<file path="src/rtl/rcp_pkg.sv">
// Shared constants, state types and character helpers of the radio
// command link. Assumes both ends share one clock and one reset.
package rcp_pkg;
	// Framing characters
	localparam logic [7:0] ASC_CMD   = 8'h40;
	localparam logic [7:0] ASC_RSP   = 8'h2A;
	localparam logic [7:0] ASC_CR    = 8'h0D;
	localparam logic [7:0] ASC_LF    = 8'h0A;
	localparam logic [7:0] ASC_EQ    = 8'h3D;
	localparam logic [7:0] ASC_SLASH = 8'h2F;
	localparam logic [7:0] ASC_W     = 8'h57;
	localparam logic [7:0] ASC_COMMA = 8'h2C;
	localparam logic [7:0] ASC_0     = 8'h30;
	localparam logic [7:0] ASC_9     = 8'h39;
	localparam logic [7:0] ASC_UA    = 8'h41;
	localparam logic [7:0] ASC_UF    = 8'h46;
	localparam logic [7:0] ASC_LA    = 8'h61;
	localparam logic [7:0] ASC_LZ    = 8'h7A;
	localparam logic [7:0] ASC_AOFS  = 8'h37;
	localparam logic [7:0] CASE_MASK = 8'hDF;
	// Two-character names, upper case
	localparam logic [15:0] NM_TXDATA = 16'h4454;
	localparam logic [15:0] NM_RXDATA = 16'h4452;
	localparam logic [15:0] NM_LEVEL  = 16'h5253;
	localparam logic [15:0] NM_ERR    = 16'h4552;
	localparam logic [15:0] NM_STORE  = 16'h5752;
	localparam logic [15:0] VAL_STORE_OK = 16'h5053;
	localparam logic [15:0] ID_RESERVED  = 16'hFFFF;
	// Error value for unknown or malformed commands (arbitrary)
	localparam logic [15:0] ERR_CODE  = 16'h0001;
	// Value digit counts
	localparam logic [2:0] ND_NONE = 3'h0;
	localparam logic [2:0] ND_BYTE = 3'h2;
	localparam logic [2:0] ND_WORD = 3'h4;
	// Settings table; indices 1..3 hold four-digit identifiers
	localparam int NSET = 12;
	localparam logic [3:0] IDX_CHAN = 4'h0;
	localparam logic [3:0] IDX_TXID = 4'h1;
	localparam logic [3:0] IDX_RXID = 4'h2;
	localparam logic [3:0] IDX_SYSID = 4'h3;
	localparam logic [15:0] SET_NAME [NSET] = '{16'h4348, 16'h4954,
		16'h4952, 16'h4953, 16'h4252, 16'h5042, 16'h5342, 16'h4D44,
		16'h5443, 16'h5442, 16'h4354, 16'h454D};
	localparam logic [15:0] SET_DEFAULT = 16'h0000;

	typedef enum logic [2:0] {P_IDLE = 3'h0, P_NAME1 = 3'h1,
		P_NAME2 = 3'h3, P_VAL = 3'h2, P_DATA = 3'h6, P_LF = 3'h7,
		P_EXEC = 3'h5} rcp_prs_e;
	typedef enum logic [3:0] {O_IDLE = 4'h0, O_PFX = 4'h1, O_N1 = 4'h3,
		O_N2 = 4'h2, O_EQ = 4'h6, O_VAL = 4'h7, O_RAW = 4'h5,
		O_CR = 4'h4, O_LF = 4'hC, O_WAIT = 4'hD, O_SL = 4'hF,
		O_W = 4'hE} rcp_out_e;

	function automatic logic [7:0] rcp_upcase(input logic [7:0] c);
		return (c >= ASC_LA && c <= ASC_LZ) ? (c & CASE_MASK) : c;
	endfunction

	function automatic logic rcp_is_hex(input logic [7:0] c);
		logic [7:0] u;
		u = rcp_upcase(c);
		return (c >= ASC_0 && c <= ASC_9) || (u >= ASC_UA && u <= ASC_UF);
	endfunction

	function automatic logic [3:0] rcp_hex_val(input logic [7:0] c);
		logic [7:0] d;
		d = (c <= ASC_9) ? (c - ASC_0) : (rcp_upcase(c) - ASC_AOFS);
		return d[3:0];
	endfunction

	function automatic logic [7:0] rcp_to_hex(input logic [3:0] n);
		return (n < 4'hA) ? (ASC_0 + {4'h0, n}) : (ASC_AOFS + {4'h0, n});
	endfunction
endpackage

</file>
<file path="src/rtl/rcp_link_if.sv">
// Byte link between host controller and radio module, with flow control.
// Assumes one byte per cycle at most and a shared clock at both ends.
`timescale 1ns/1ps
`default_nettype none
interface rcp_link_if;
	logic [7:0] h2d_data;
	logic       h2d_valid;
	logic [7:0] d2h_data;
	logic       d2h_valid;
	logic       rts_n;
	logic       cts_n;
	modport dev (input h2d_data, h2d_valid, cts_n,
		output d2h_data, d2h_valid, rts_n);
	modport host (output h2d_data, h2d_valid, cts_n,
		input d2h_data, d2h_valid, rts_n);
endinterface
`default_nettype wire

</file>
<file path="src/rtl/rcp_dev.sv">
// Radio module end: command parser, settings store and response framer.
// Assumes the host keeps one command in flight and obeys rts_n.
`timescale 1ns/1ps
`default_nettype none
module rcp_dev
	import rcp_pkg::*;
(
	// Clock and resets
	input  wire logic        clk_sys,
	input  wire logic        rst_n,
	input  wire logic        por_n,
	// Host link
	rcp_link_if.dev          link,
	// Radio transmit side
	output logic             tx_start,
	output logic [7:0]       tx_len,
	output logic             tx_valid,
	output logic [7:0]       tx_byte,
	// Radio receive side
	input  wire logic        rx_valid,
	input  wire logic [7:0]  rx_byte,
	input  wire logic        rx_end,
	input  wire logic        rx_ok,
	input  wire logic [7:0]  rssi,
	output logic             rx_ready,
	// Applied settings
	output logic [15:0]      cfg_channel,
	output logic [15:0]      cfg_tx_ident,
	output logic [15:0]      cfg_rx_ident,
	output logic [15:0]      cfg_sys_ident
);
	rcp_prs_e    pst_q;
	rcp_out_e    ost_q;
	logic [15:0] name_q, acc_q, set_q [NSET], nv_q [NSET];
	logic [2:0]  ndig_q;
	logic        stop_q, slash_q, pers_q, bad_q;
	logic [7:0]  cnt_q, hb, obyte, k_q, rxw_q, dr_len_q, o_raw_q;
	logic [7:0]  rxbuf [256];
	logic [15:0] o_name_q, o_val_q, p_name_q, p_val_q;
	logic [2:0]  o_nd_q, p_nd_q, sel;
	logic        o_lit_q, pend_q, drq_q, rx_ready_q, rts_n_q;
	logic        d2h_valid_q, tx_start_q, tx_valid_q;
	logic [7:0]  d2h_data_q, tx_len_q, tx_byte_q;
	logic        hit, wide, do_set, r_pers, go, fire, dr_start, len_done;
	logic [3:0]  eidx;
	logic [15:0] r_name, r_val;
	logic [2:0]  r_nd;

	assign hb = link.h2d_data;
	assign link.d2h_data  = d2h_data_q;
	assign link.d2h_valid = d2h_valid_q;
	assign link.rts_n     = rts_n_q;
	assign tx_start = tx_start_q;
	assign tx_len   = tx_len_q;
	assign tx_valid = tx_valid_q;
	assign tx_byte  = tx_byte_q;
	assign rx_ready = rx_ready_q;
	assign cfg_channel   = set_q[IDX_CHAN];
	assign cfg_tx_ident  = set_q[IDX_TXID];
	assign cfg_rx_ident  = set_q[IDX_RXID];
	assign cfg_sys_ident = set_q[IDX_SYSID];

	// Second length digit of a transmit command
	assign len_done = link.h2d_valid && pst_q == P_VAL && hb != ASC_CR
		&& name_q == NM_TXDATA && !stop_q && !slash_q
		&& ndig_q == 3'h1 && rcp_is_hex(hb);

	// Raw payload bytes may equal the prefix, so no restart in P_DATA
	always_ff @(posedge clk_sys)
	begin
		if (!rst_n)
		begin
			pst_q <= P_IDLE;
			name_q <= 16'h0000;
			acc_q <= 16'h0000;
			ndig_q <= ND_NONE;
			{stop_q, slash_q, pers_q, bad_q} <= 4'h0;
			cnt_q <= 8'h00;
		end
		else if (pst_q == P_EXEC)
		begin
			if (go)
				pst_q <= P_IDLE;
		end
		else if (link.h2d_valid)
		begin
			if (hb == ASC_CMD && pst_q != P_DATA)
			begin
				pst_q <= P_NAME1;
				acc_q <= 16'h0000;
				ndig_q <= ND_NONE;
				{stop_q, slash_q, pers_q, bad_q} <= 4'h0;
			end
			else
			begin
				case (pst_q)
					P_NAME1:
					begin
						name_q[15:8] <= rcp_upcase(hb);
						pst_q <= P_NAME2;
					end
					P_NAME2:
					begin
						name_q[7:0] <= rcp_upcase(hb);
						pst_q <= P_VAL;
					end
					P_VAL:
					begin
						if (hb == ASC_CR)
							pst_q <= P_LF;
						else if (len_done)
						begin
							acc_q <= {acc_q[11:0], rcp_hex_val(hb)};
							ndig_q <= ND_BYTE;
							stop_q <= 1'b1;
							cnt_q <= {acc_q[3:0], rcp_hex_val(hb)};
							if ({acc_q[3:0], rcp_hex_val(hb)} != 8'h00)
								pst_q <= P_DATA;
						end
						else if (slash_q)
						begin
							pers_q <= (hb == ASC_W);
							bad_q <= bad_q | (hb != ASC_W);
							slash_q <= 1'b0;
						end
						else if (hb == ASC_SLASH)
						begin
							slash_q <= 1'b1;
							stop_q <= 1'b1;
						end
						else if (hb == ASC_COMMA || stop_q)
							stop_q <= 1'b1;
						else if (rcp_is_hex(hb) && ndig_q < ND_WORD)
						begin
							acc_q <= {acc_q[11:0], rcp_hex_val(hb)};
							ndig_q <= ndig_q + 3'h1;
						end
						else
							bad_q <= 1'b1;
					end
					P_DATA:
					begin
						cnt_q <= cnt_q - 8'h01;
						if (cnt_q == 8'h01)
							pst_q <= P_VAL;
					end
					P_LF:
						pst_q <= (hb == ASC_LF) ? P_EXEC : P_IDLE;
					default:
						pst_q <= P_IDLE;
				endcase
			end
		end
	end

	// Payload to the radio; reserved identifier keeps the radio silent
	always_ff @(posedge clk_sys)
	begin
		if (!rst_n)
		begin
			{tx_start_q, tx_valid_q} <= 2'h0;
			tx_len_q <= 8'h00;
			tx_byte_q <= 8'h00;
		end
		else
		begin
			tx_start_q <= len_done && set_q[IDX_TXID] != ID_RESERVED;
			if (len_done)
				tx_len_q <= {acc_q[3:0], rcp_hex_val(hb)};
			tx_valid_q <= link.h2d_valid && pst_q == P_DATA
				&& set_q[IDX_TXID] != ID_RESERVED;
			tx_byte_q <= hb;
		end
	end

	always_comb
	begin
		hit = 1'b0;
		eidx = 4'h0;
		for (int i = 0; i < NSET; i++)
			if (name_q == SET_NAME[i])
			begin
				hit = 1'b1;
				eidx = 4'(i);
			end
	end
	assign wide = eidx >= IDX_TXID && eidx <= IDX_SYSID;

	// Malformed values and store on other commands fall to the error reply
	always_comb
	begin
		r_name = NM_ERR;
		r_val = ERR_CODE;
		r_nd = ND_BYTE;
		r_pers = 1'b0;
		do_set = 1'b0;
		if (bad_q)
			r_name = NM_ERR;
		else if (name_q == NM_TXDATA && ndig_q == ND_BYTE && !pers_q)
		begin
			r_name = NM_TXDATA;
			r_val = acc_q;
		end
		else if (name_q == NM_LEVEL && ndig_q == ND_NONE && !pers_q)
		begin
			r_name = NM_LEVEL;
			r_val = {8'h00, rssi};
		end
		else if (hit && (ndig_q == ND_NONE
			|| ndig_q == (wide ? ND_WORD : ND_BYTE)))
		begin
			r_name = name_q;
			r_nd = wide ? ND_WORD : ND_BYTE;
			r_val = (ndig_q == ND_NONE) ? set_q[eidx] : acc_q;
			r_pers = pers_q;
			do_set = ndig_q != ND_NONE;
		end
	end

	assign go = pst_q == P_EXEC && ost_q == O_IDLE && !pend_q;
	assign dr_start = ost_q == O_IDLE && !pend_q && !go && drq_q;
	assign fire = ost_q != O_IDLE && !link.cts_n;

	// Settings and their nonvolatile image
	always_ff @(posedge clk_sys)
	begin
		if (!por_n)
		begin
			for (int i = 0; i < NSET; i++)
				nv_q[i] <= SET_DEFAULT;
		end
		else if (go && r_pers)
			nv_q[eidx] <= r_val;
	end

	always_ff @(posedge clk_sys)
	begin
		if (!rst_n)
		begin
			for (int i = 0; i < NSET; i++)
				set_q[i] <= nv_q[i];
		end
		else if (go && do_set)
			set_q[eidx] <= r_val;
	end

	// Received frame buffer; an errored frame is simply forgotten
	always_ff @(posedge clk_sys)
	begin
		if (rx_valid && rx_ready_q)
			rxbuf[rxw_q] <= rx_byte;
	end

	always_ff @(posedge clk_sys)
	begin
		if (!rst_n)
		begin
			rxw_q <= 8'h00;
			drq_q <= 1'b0;
			dr_len_q <= 8'h00;
			rx_ready_q <= 1'b1;
		end
		else
		begin
			if (rx_end)
				rxw_q <= 8'h00;
			else if (rx_valid && rx_ready_q)
				rxw_q <= rxw_q + 8'h01;
			// Clear never skipped on a frame end, else the reply goes twice
			if (dr_start)
				drq_q <= 1'b0;
			rx_ready_q <= !drq_q
				&& (ost_q == O_IDLE || o_name_q != NM_RXDATA);
			if (rx_end && rx_ok && rxw_q != 8'h00 && rx_ready_q
				&& set_q[IDX_RXID] != ID_RESERVED)
			begin
				drq_q <= 1'b1;
				dr_len_q <= rxw_q;
				rx_ready_q <= 1'b0;
			end
		end
	end

	// Response framer
	always_ff @(posedge clk_sys)
	begin
		if (!rst_n)
		begin
			ost_q <= O_IDLE;
			{o_name_q, o_val_q, p_name_q, p_val_q} <= 64'h0;
			{o_nd_q, p_nd_q} <= 6'h0;
			{o_lit_q, pend_q} <= 2'h0;
			o_raw_q <= 8'h00;
			k_q <= 8'h00;
		end
		else if (ost_q == O_IDLE)
		begin
			k_q <= 8'h00;
			o_raw_q <= 8'h00;
			o_lit_q <= 1'b0;
			if (pend_q)
			begin
				ost_q <= O_PFX;
				{o_name_q, o_val_q, o_nd_q} <= {p_name_q, p_val_q, p_nd_q};
				pend_q <= 1'b0;
			end
			else if (go && r_pers)
			begin
				ost_q <= O_PFX;
				{o_name_q, o_val_q, o_nd_q} <= {NM_STORE, VAL_STORE_OK, ND_BYTE};
				o_lit_q <= 1'b1;
				{p_name_q, p_val_q, p_nd_q} <= {r_name, r_val, r_nd};
				pend_q <= 1'b1;
			end
			else if (go)
			begin
				ost_q <= O_PFX;
				{o_name_q, o_val_q, o_nd_q} <= {r_name, r_val, r_nd};
			end
			else if (dr_start)
			begin
				ost_q <= O_PFX;
				{o_name_q, o_val_q, o_nd_q} <= {NM_RXDATA, 8'h00, dr_len_q, ND_BYTE};
				o_raw_q <= dr_len_q;
			end
		end
		else if (fire)
		begin
			case (ost_q)
				O_PFX: ost_q <= O_N1;
				O_N1:  ost_q <= O_N2;
				O_N2:  ost_q <= O_EQ;
				O_EQ:  ost_q <= O_VAL;
				O_VAL:
				begin
					k_q <= k_q + 8'h01;
					if (k_q[2:0] == o_nd_q - 3'h1)
					begin
						k_q <= 8'h00;
						ost_q <= (o_raw_q != 8'h00) ? O_RAW : O_CR;
					end
				end
				O_RAW:
				begin
					k_q <= k_q + 8'h01;
					if (k_q == o_raw_q - 8'h01)
						ost_q <= O_CR;
				end
				O_CR: ost_q <= O_LF;
				default: ost_q <= O_IDLE;
			endcase
		end
	end

	assign sel = o_nd_q - 3'h1 - k_q[2:0];

	always_comb
	begin
		case (ost_q)
			O_PFX: obyte = ASC_RSP;
			O_N1:  obyte = o_name_q[15:8];
			O_N2:  obyte = o_name_q[7:0];
			O_EQ:  obyte = ASC_EQ;
			O_VAL: obyte = o_lit_q ? o_val_q[{sel[0], 3'h0} +: 8]
				: rcp_to_hex(o_val_q[{sel[1:0], 2'h0} +: 4]);
			O_RAW: obyte = rxbuf[k_q];
			O_CR:  obyte = ASC_CR;
			O_LF:  obyte = ASC_LF;
			default: obyte = 8'h00;
		endcase
	end

	always_ff @(posedge clk_sys)
	begin
		if (!rst_n)
		begin
			d2h_valid_q <= 1'b0;
			d2h_data_q <= 8'h00;
			rts_n_q <= 1'b1;
		end
		else
		begin
			d2h_valid_q <= fire;
			d2h_data_q <= obyte;
			rts_n_q <= pst_q == P_LF || pst_q == P_EXEC;
		end
	end
endmodule
`default_nettype wire

</file>
<file path="src/flat_wrapper.sv">
// flat-port wrapper written by rule: the top's interface ports become plain ports
module rcp_dev_flat import rcp_pkg::*;
  (clk_sys, rst_n, por_n, tx_start, tx_len, tx_valid, tx_byte, rx_valid, rx_byte, rx_end, rx_ok, rssi, rx_ready, cfg_channel, cfg_tx_ident, cfg_rx_ident, cfg_sys_ident, link_h2d_data, link_h2d_valid, link_cts_n, link_d2h_data, link_d2h_valid, link_rts_n);
  rcp_link_if link_i ();
  input  wire logic clk_sys;
  input  wire logic rst_n;
  input  wire logic por_n;
  output logic tx_start;
  output logic [7:0] tx_len;
  output logic tx_valid;
  output logic [7:0] tx_byte;
  input  wire logic rx_valid;
  input  wire logic [7:0] rx_byte;
  input  wire logic rx_end;
  input  wire logic rx_ok;
  input  wire logic [7:0] rssi;
  output logic rx_ready;
  output logic [15:0] cfg_channel;
  output logic [15:0] cfg_tx_ident;
  output logic [15:0] cfg_rx_ident;
  output logic [15:0] cfg_sys_ident;
  input wire logic [$bits(link_i.h2d_data)-1:0] link_h2d_data;
  input wire logic [$bits(link_i.h2d_valid)-1:0] link_h2d_valid;
  input wire logic [$bits(link_i.cts_n)-1:0] link_cts_n;
  output wire logic [$bits(link_i.d2h_data)-1:0] link_d2h_data;
  output wire logic [$bits(link_i.d2h_valid)-1:0] link_d2h_valid;
  output wire logic [$bits(link_i.rts_n)-1:0] link_rts_n;
  assign link_i.h2d_data = link_h2d_data;
  assign link_i.h2d_valid = link_h2d_valid;
  assign link_i.cts_n = link_cts_n;
  assign link_d2h_data = link_i.d2h_data;
  assign link_d2h_valid = link_i.d2h_valid;
  assign link_rts_n = link_i.rts_n;
  rcp_dev u_core (.clk_sys(clk_sys), .rst_n(rst_n), .por_n(por_n), .link(link_i), .tx_start(tx_start), .tx_len(tx_len), .tx_valid(tx_valid), .tx_byte(tx_byte), .rx_valid(rx_valid), .rx_byte(rx_byte), .rx_end(rx_end), .rx_ok(rx_ok), .rssi(rssi), .rx_ready(rx_ready), .cfg_channel(cfg_channel), .cfg_tx_ident(cfg_tx_ident), .cfg_rx_ident(cfg_rx_ident), .cfg_sys_ident(cfg_sys_ident));
endmodule
</file>
<file path="config.mk">
export PLATFORM = sky130hd
export DESIGN_NAME = rcp_dev_flat
export DESIGN_NICKNAME = d
export VERILOG_FILES = /design/src/rtl/rcp_pkg.sv /design/src/rtl/rcp_link_if.sv /design/src/rtl/rcp_dev.sv /design/src/flat_wrapper.sv
export SDC_FILE = /design/constraint.sdc
export NUM_CORES = 2
export LEC_CHECK = 0
export ABC_AREA = 1
export BUFFER_PORTS_ARGS = -buffer_cell sky130_fd_sc_hd__buf_2
export CAP_MARGIN = 15
export CORE_MARGIN = 1.5
export CORE_UTILIZATION = 36
export DETAILED_ROUTE_END_ITERATION = 12
export PLACE_DENSITY = 0.54
export SLEW_MARGIN = 10
export SYNTH_ARGS = -nofsm -noshare
export SYNTH_HDL_FRONTEND = slang
export SYNTH_SLANG_ARGS = --single-unit
</file>
<file path="constraint.sdc">
create_clock -name clk_sys -period 8.91 [get_ports clk_sys]
set_input_delay 1.782 -clock clk_sys [delete_from_list [all_inputs] [get_ports clk_sys]]
set_output_delay 1.782 -clock clk_sys [all_outputs]
set_load 0.01 [all_outputs]
</file>
Word-level counts from Yosys, hierarchy flattened

Memories as Yosys holds them, arrays and structs flattened. A register that Yosys moved wholly into a read port is not among the register bits.
Cells that the tools add are included.
Widths: inputs -> output; s select.

Memory bits (writable): 2,432
Input port bits: 32
Flip-flop bits (word level): 187
Memories: 3
Output and inout port bits: 93

Shifts and indexed selects: 2
Bitwise gates (word level): 5
Reduce and logical (&&, ||, !) cells: 81
Order comparisons: 10
Mux-type cells: 155
Add/sub/neg operators: 11
Equality and inequality tests: 63

Memory list:

| memory       | depth | width | rd ports | clocked after Yosys merged registers in | wr ports | RTL line      | source |
|---|---|---|---|---|---|---|---|
| u_core.rxbuf | 256   | 8     | 1        | 1                                       | 1        | rcp_dev.sv:38 | `logic [7:0] rxbuf [256];` |
| u_core.nv_q  | 12    | 16    | 12       | 0                                       | 12       | rcp_dev.sv:34 | `logic [15:0] name_q, acc_q, set_q [NSET], nv_q [NSET];` |
| u_core.set_q | 12    | 16    | 5        | 0                                       | 12       | rcp_dev.sv:34 |  |

Operator list:

| kind                 | number |
|---|---|
| $mux 16              | 27 |
| $eq 16x15->1 const B | 14 |
| $mux 3               | 30 |
| $mux 8               | 11 |
| $mux 1               | 64 |
| $pmux 8 s8           | 1 |
| $mux 4               | 15 |
| $logic_and 1x1->1    | 35 |
| $ne 16x16->1 const B | 2 |
| $pmux 8 s2           | 2 |
| $reduce_or 16->1     | 2 |
| $pmux 4 s7           | 1 |
| $reduce_bool 8->1    | 3 |
| $ne 3x1->1 const B   | 7 |
| $reduce_and 6->1     | 3 |
| $add 8x1->8 const B  | 2 |
| $eq 4x3->1 const B   | 4 |
| $eq 8x4->1 const B   | 2 |
| $eq 8x6->1 const B   | 2 |
| $eq 8x7->1 const B   | 2 |
| $ge 8x7->1 const B   | 2 |
| $le 8x7->1 const B   | 2 |
| $ne 16x15->1 const B | 1 |
| $reduce_and 8->1     | 2 |
| 50 further kinds     | 91 |

Depth between registers and ports, before layout

Word-level depth: 28
Gate-level depth with buffers: 24
Gate-level depth less buffers: 22

Worst setup path after synthesis

OpenSTA, ideal clock, no wires.

Path type: input -> register
Start point: in link_h2d_data[0]
End point: reg u_core.acc_q[0]
Cell stages on the path: 18
Path slack: 4,998 ps
Buffers on the path: 1
Data arrival time: 3,827 ps
Cells stage by stage: inv_1 -> ha_1 -> o21ai_0 -> o2111ai_1 -> nand2_1 -> o21ai_0 -> nand2_1 -> inv_1 -> nand2_1 -> inv_2 -> nor2_1 -> nand2_1 -> nand2_1 -> inv_1 -> a21oi_2 -> buf_2 -> nor2_1 -> a211oi_1

Word-level cells in the longest chain between the ends: 11

Ends and longest elaborated chain:

| element                                             | RTL line                      | source |
|---|---|---|
| from (decl)                                         | flat_wrapper.sv:22            | `input wire logic [$bits(link_i.h2d_data)-1:0] link_h2d_data;` |
| $ge 8x7->1 (tied with other cells)                  | rcp_pkg.sv:55                 | `return (c >= ASC_LA && c <= ASC_LZ) ? (c & CASE_MASK) : c;` |
| $logic_and 1x1->1 (tied with other cells)           | --                            |  |
| $mux 6 (tied with other cells)                      | --                            |  |
| $ge 8x7->1 (tied with other cells)                  | rcp_pkg.sv:61                 | `return (c >= ASC_0 && c <= ASC_9) \|\| (u >= ASC_UA && u <= ASC_UF);` |
| $logic_and 1x1->1 (tied with other cells)           | rcp_pkg.sv:61                 |  |
| $logic_or 1x1->1 (tied with other cells)            | rcp_pkg.sv:61                 |  |
| $logic_and 1x1->1 / $mux 16 (equally long branches) | rcp_dev.sv:66, rcp_dev.sv:120 |  |
| $mux 16                                             | rcp_dev.sv:111                | `else if (len_done)` |
| $mux 16                                             | rcp_dev.sv:109                | `if (hb == ASC_CR)` |
| $mux 16                                             | rcp_dev.sv:96                 | `case (pst_q)` |
| $mux 16                                             | rcp_dev.sv:87                 | `if (hb == ASC_CMD && pst_q != P_DATA)` |
| to (signal assigned)                                | rcp_dev.sv:113                | `acc_q <= {acc_q[11:0], rcp_hex_val(hb)};` |
| to (signal assigned)                                | rcp_dev.sv:135                | `acc_q <= {acc_q[11:0], rcp_hex_val(hb)};` |
| to (decl)                                           | rcp_dev.sv:34                 |  |

Parallel ways exist; a longest one is shown, timed or not. The select of a mux whose other input is x is not followed.
A chain may end at the register's enable or synchronous reset.

==> results.toml <==
[timing]
max_slew_margin = 0.186
period_needed_ps = 5500
setup_viol_count_final = 0
grt_setup_unrepaired = "no"
slew_violations = 0
tns_ps = 0
holdWs_ps = 454
timing.fmax_mhz = 182
hold_violations = 0
post-route-period-util = 0.617
tightest_slew_ps = 1210
finalClockSkew_ps = 75.7

[worst_setup_path]
critPathSlowestCell = "nor2_4"
reg2reg_from = "u_core.name_q[1]$_SDFFE_PN0P_"
path_class = "flip-flop to flip-flop"
end_kind = "flip-flop"
worstPathCellList = "inv_2 -> nor2_1 -> nand2_1 -> nor2_2 -> nand2_1 -> nand4_1 -> nor2_1 -> nand3_2 -> nand2_2 -> nand2_1 -> nand3_1 -> nand2_2 -> nand2_4 -> inv_4 -> nand4_4 -> nor2_4 -> buf_4 -> nand3_1 -> nand2_1"
cp_max_fo = 18
cp.required_ps = 9440
crit_path_start_kind = "flip-flop"
crit_family = "simple AND/OR/NAND/NOR gates"
crit_top_cell = "nand2_1"
setup.worst_path.start = "u_core.name_q[1]$_SDFFE_PN0P_"
crit_buf_inv = 3
reg2reg_to = "u_core.nv_q[0][6]$_SDFFCE_PN0P_"
slowest_delay_ps = 800
reg2reg_depth = 19
critPathArrivalTime_ps = 6030
r2r_setup_slack_ps = 3410

[clock_tree]
cts_hold_buf = 0
cts_setup_buffers = 0
cts.htree.levels = 5
cts.clk_slew.worst_paths_ps = 60
clk_latency_ps = 910
clock-sinks = 2625
cts_buffers = 290
tritoncts = "built"
root_buffer = "clkbuf_16"
ctsResizeCount = 0
clock_path_buffers = 4

[run]
cap_violations = 0

[synth]
synth-seq-cells = 2625
yosys.area_share.simple = 0.119
synth-compound-area-share = 0.129
syn_area_um2 = 108000
synth_top_family_by_area = "compound AO/OA/AOI/OAI gates"
synthCells = 9221
ys.flop_type = "edfxtp_1"
ys_seq_area_frac = 0.715
ys_warn_count = 0
synth_fa_ha_area_frac = 0.00221
synth.area.mux_share = 0.0000931
synth_edf_count = 2432
synth_xor_area_frac = 0.00155
ys_types = 62
avgSynthCellArea_um2 = 11.7
synth-async-reset-ratio = 0
synth.net_count = 9272

[global_routing]
grt_overflow = 0
grt_pass1_wl_mm = 475
first_global_vias = 69724
grt_usage = 0.209
antenna_found_initial = 7
grt_max_degree = 181

[place]
place_congestion = 0.887
io_buffers = 124
dpl.hpwl_mm = 187

[min_path]
worstHoldEndpoint = "u_core.p_name_q[2]$_SDFFE_PN0P_"
min_from = "u_core.p_name_q[2]$_SDFFE_PN0P_"
holdPathStages = 2
worstHoldPathType = "flip-flop to flip-flop"

[die]
core_um2 = 297000
die-area_um2 = 302000
ios = 125
die_w_um = 550
start_util = 0.362
num_rows = 200
die_h_um = 550

[cells_and_area]
syn2layout_area_growth_pct = 12.6
fin_util = 0.408
drive_above_1_share = 0.0904
final_nets = 9150

[detailed_routing]
wl_met2_mm = 149
drt-pass1-iter-count = 6
vias = 73545
drt-met1-wl_mm = 141
drcViolationCount = 0
viasPerCell = 5.54
routed.top_layer = "met5"
drt_first_iter_violations = 7863
wl_mm = 325
ant_nets = 0
routed-wl-met3_mm = 24.4
wire_per_inst_um = 24.5

[power]
ir_drop_mv = 0.151
power_density_nw_per_um2 = 215
p_leak_nw = 40.1

[run_status]
outcome = "complete, no violations"
layout make-up:
| type | instances | area (um^2) |
|---|---|---|
| fill | 27790 | 176000 |
| sequential | 2625 | 76900 |
| multi-input combinational | 5711 | 27200 |
| clock buffer | 349 | 7590 |
| tap | 3939 | 4930 |
| clock inverter | 170 | 1820 |
| timing repair buffer | 232 | 1750 |
| inverter | 239 | 925 |
| antenna | 5 | 12.5 |
kinds of logic (layout without fill, tap and decap cells):
logic type,count (synthesis),count (layout)
and+or+nand+nor,3117,3117
DFF,2625,2625
AOI/OAI and AO/OA,2555,2555
buffers and inverters,885,990
adders and majority gates,19,19
xor gates and xnor gates,19,19
muxes,1,1
other,0,5
per-layer routing:
| metal | global-route usage | vias up |
|---|---|---|
| met3 | 0.0297 | 529 |
| met1 | 0.295 | 36735 |
| li1 | - | 33193 |
| met4 | 0.0707 | 2 |
| met2 | 0.330 | 3086 |
| met5 | 0 | - |
metrics by stage:
step           area (um^2)  instances  setup slack [ps]  power (W)
2_1_floorplan       108000       9221              5000     0.0141
3_3_place_gp        112000      12746              3560     0.0144
3_5_place_dp        112000      12746              3480     0.0144
4_1_cts             121000      13265              3470     0.0262
5_1_grt             121000      13267              3070     0.0267
6_report            121000      13270              3410     0.0261
cell usage in the layout (no fill, tap or decap), drive strengths merged, types with 2 or more instances in the layout:
| master | instances |
|---|---|
| edfxtp | 2432 |
| nor2 | 1962 |
| o21ai | 1614 |
| nand2 | 797 |
| o22ai | 656 |
| clkbuf | 349 |
| inv | 242 |
| buf | 232 |
| nand3 | 230 |
| dfxtp | 193 |
| a21oi | 183 |
| clkinv | 129 |
| nand4 | 41 |
| nor3 | 37 |
| or2 | 29 |
| bufinv | 24 |
| o32ai | 22 |
| a31oi | 21 |
| ha | 19 |
| a221oi | 16 |
| xor2 | 15 |
| nor4 | 15 |
| a211oi | 14 |
| clkinvlp | 14 |
| diode | 5 |
| o211ai | 5 |
| and3 | 5 |
| xnor2 | 4 |
| o21bai | 3 |
| o31ai | 3 |
| a41oi | 3 |
| a2111oi | 2 |
| a32o | 2 |
| a31o | 2 |
| o41ai | 2 |
worst register-to-register path, stage by stage, from the launching register on:
cell and delay, ps:
dfxtp_1 520, inv_2 60, nor2_1 90, nand2_1 100, nor2_2 220, nand2_1 180
nand4_1 130, nor2_1 70, nand3_2 340, nand2_2 100, nand2_1 80, nand3_1 70
nand2_2 110, nand2_4 140, inv_4 160, nand4_4 250, nor2_4 800, buf_4 430
nand3_1 510, nand2_1 760
state kept, by name, indices dropped and copies added (netlist names), 8 cells and up, named ones only:
| signal | cells |
|---|---|
| u_core.dr_len_q | 8 |
| u_core.p_val_q | 16 |
| u_core.link.d2h_data | 8 |
| u_core.o_val_q | 16 |
| u_core.acc_q | 16 |
| u_core.tx_byte | 8 |
| u_core.o_name_q | 16 |
| u_core.nv_q | 192 |
| u_core.k_q | 8 |
| u_core.tx_len | 8 |
| u_core.rxbuf | 2048 |
| u_core.rxw_q | 8 |
| u_core.name_q | 16 |
| u_core.cnt_q | 8 |
| u_core.set_q | 192 |
| u_core.o_raw_q | 8 |
| u_core.p_name_q | 16 |
report_power, final:
group / switching (W) / internal (W)
logic: 0.000427 / 0.000104
clock network: 0.00508 / 0.00684
registers: 0.0000695 / 0.0136
synthesized netlist by cell type (15+ instances only):
cell type | count | area share
o32ai_1 | 22 | 0.0018
inv_1 | 218 | 0.0076
a21oi_1 | 182 | 0.0085
ha_1 | 19 | 0.0022
nor2_1 | 1873 | 0.065
nand3_1 | 225 | 0.010
o21ai_1 | 39 | 0.0018
o22ai_1 | 656 | 0.038
xor2_1 | 15 | 0.0012
edfxtp_1 | 2432 | 0.68
a221oi_1 | 16 | 0.0013
nor3_1 | 35 | 0.0016
or2_2 | 25 | 0.0015
buf_2 | 67 | 0.0031
nand4_1 | 39 | 0.0023
nor2_2 | 82 | 0.0048
dfxtp_1 | 193 | 0.036
nand2_1 | 778 | 0.027
buf_1 | 22 | 0.00077
clkbuf_1 | 543 | 0.019
a31oi_1 | 21 | 0.0012
o21ai_0 | 1575 | 0.073
how the worst max path moves through the flow:
stage | end | slack [ps] | depth (start not counted)
2_1_floorplan | u_core.acc_q[0]$_SDFFE_PN0P_ | 5000 | 18
3_3_place_gp | u_core.nv_q[0][13]$_SDFFCE_PN0P_ | 3560 | 19
3_5_place_dp | u_core.nv_q[0][4]$_SDFFCE_PN0P_ | 3480 | 17
4_1_cts | u_core.nv_q[0][13]$_SDFFCE_PN0P_ | 3470 | 17
5_1_grt | u_core.nv_q[0][13]$_SDFFCE_PN0P_ | 3070 | 17
6_report | u_core.nv_q[0][6]$_SDFFCE_PN0P_ | 3410 | 19
Note: power is estimated with default switching activity, not from simulation.
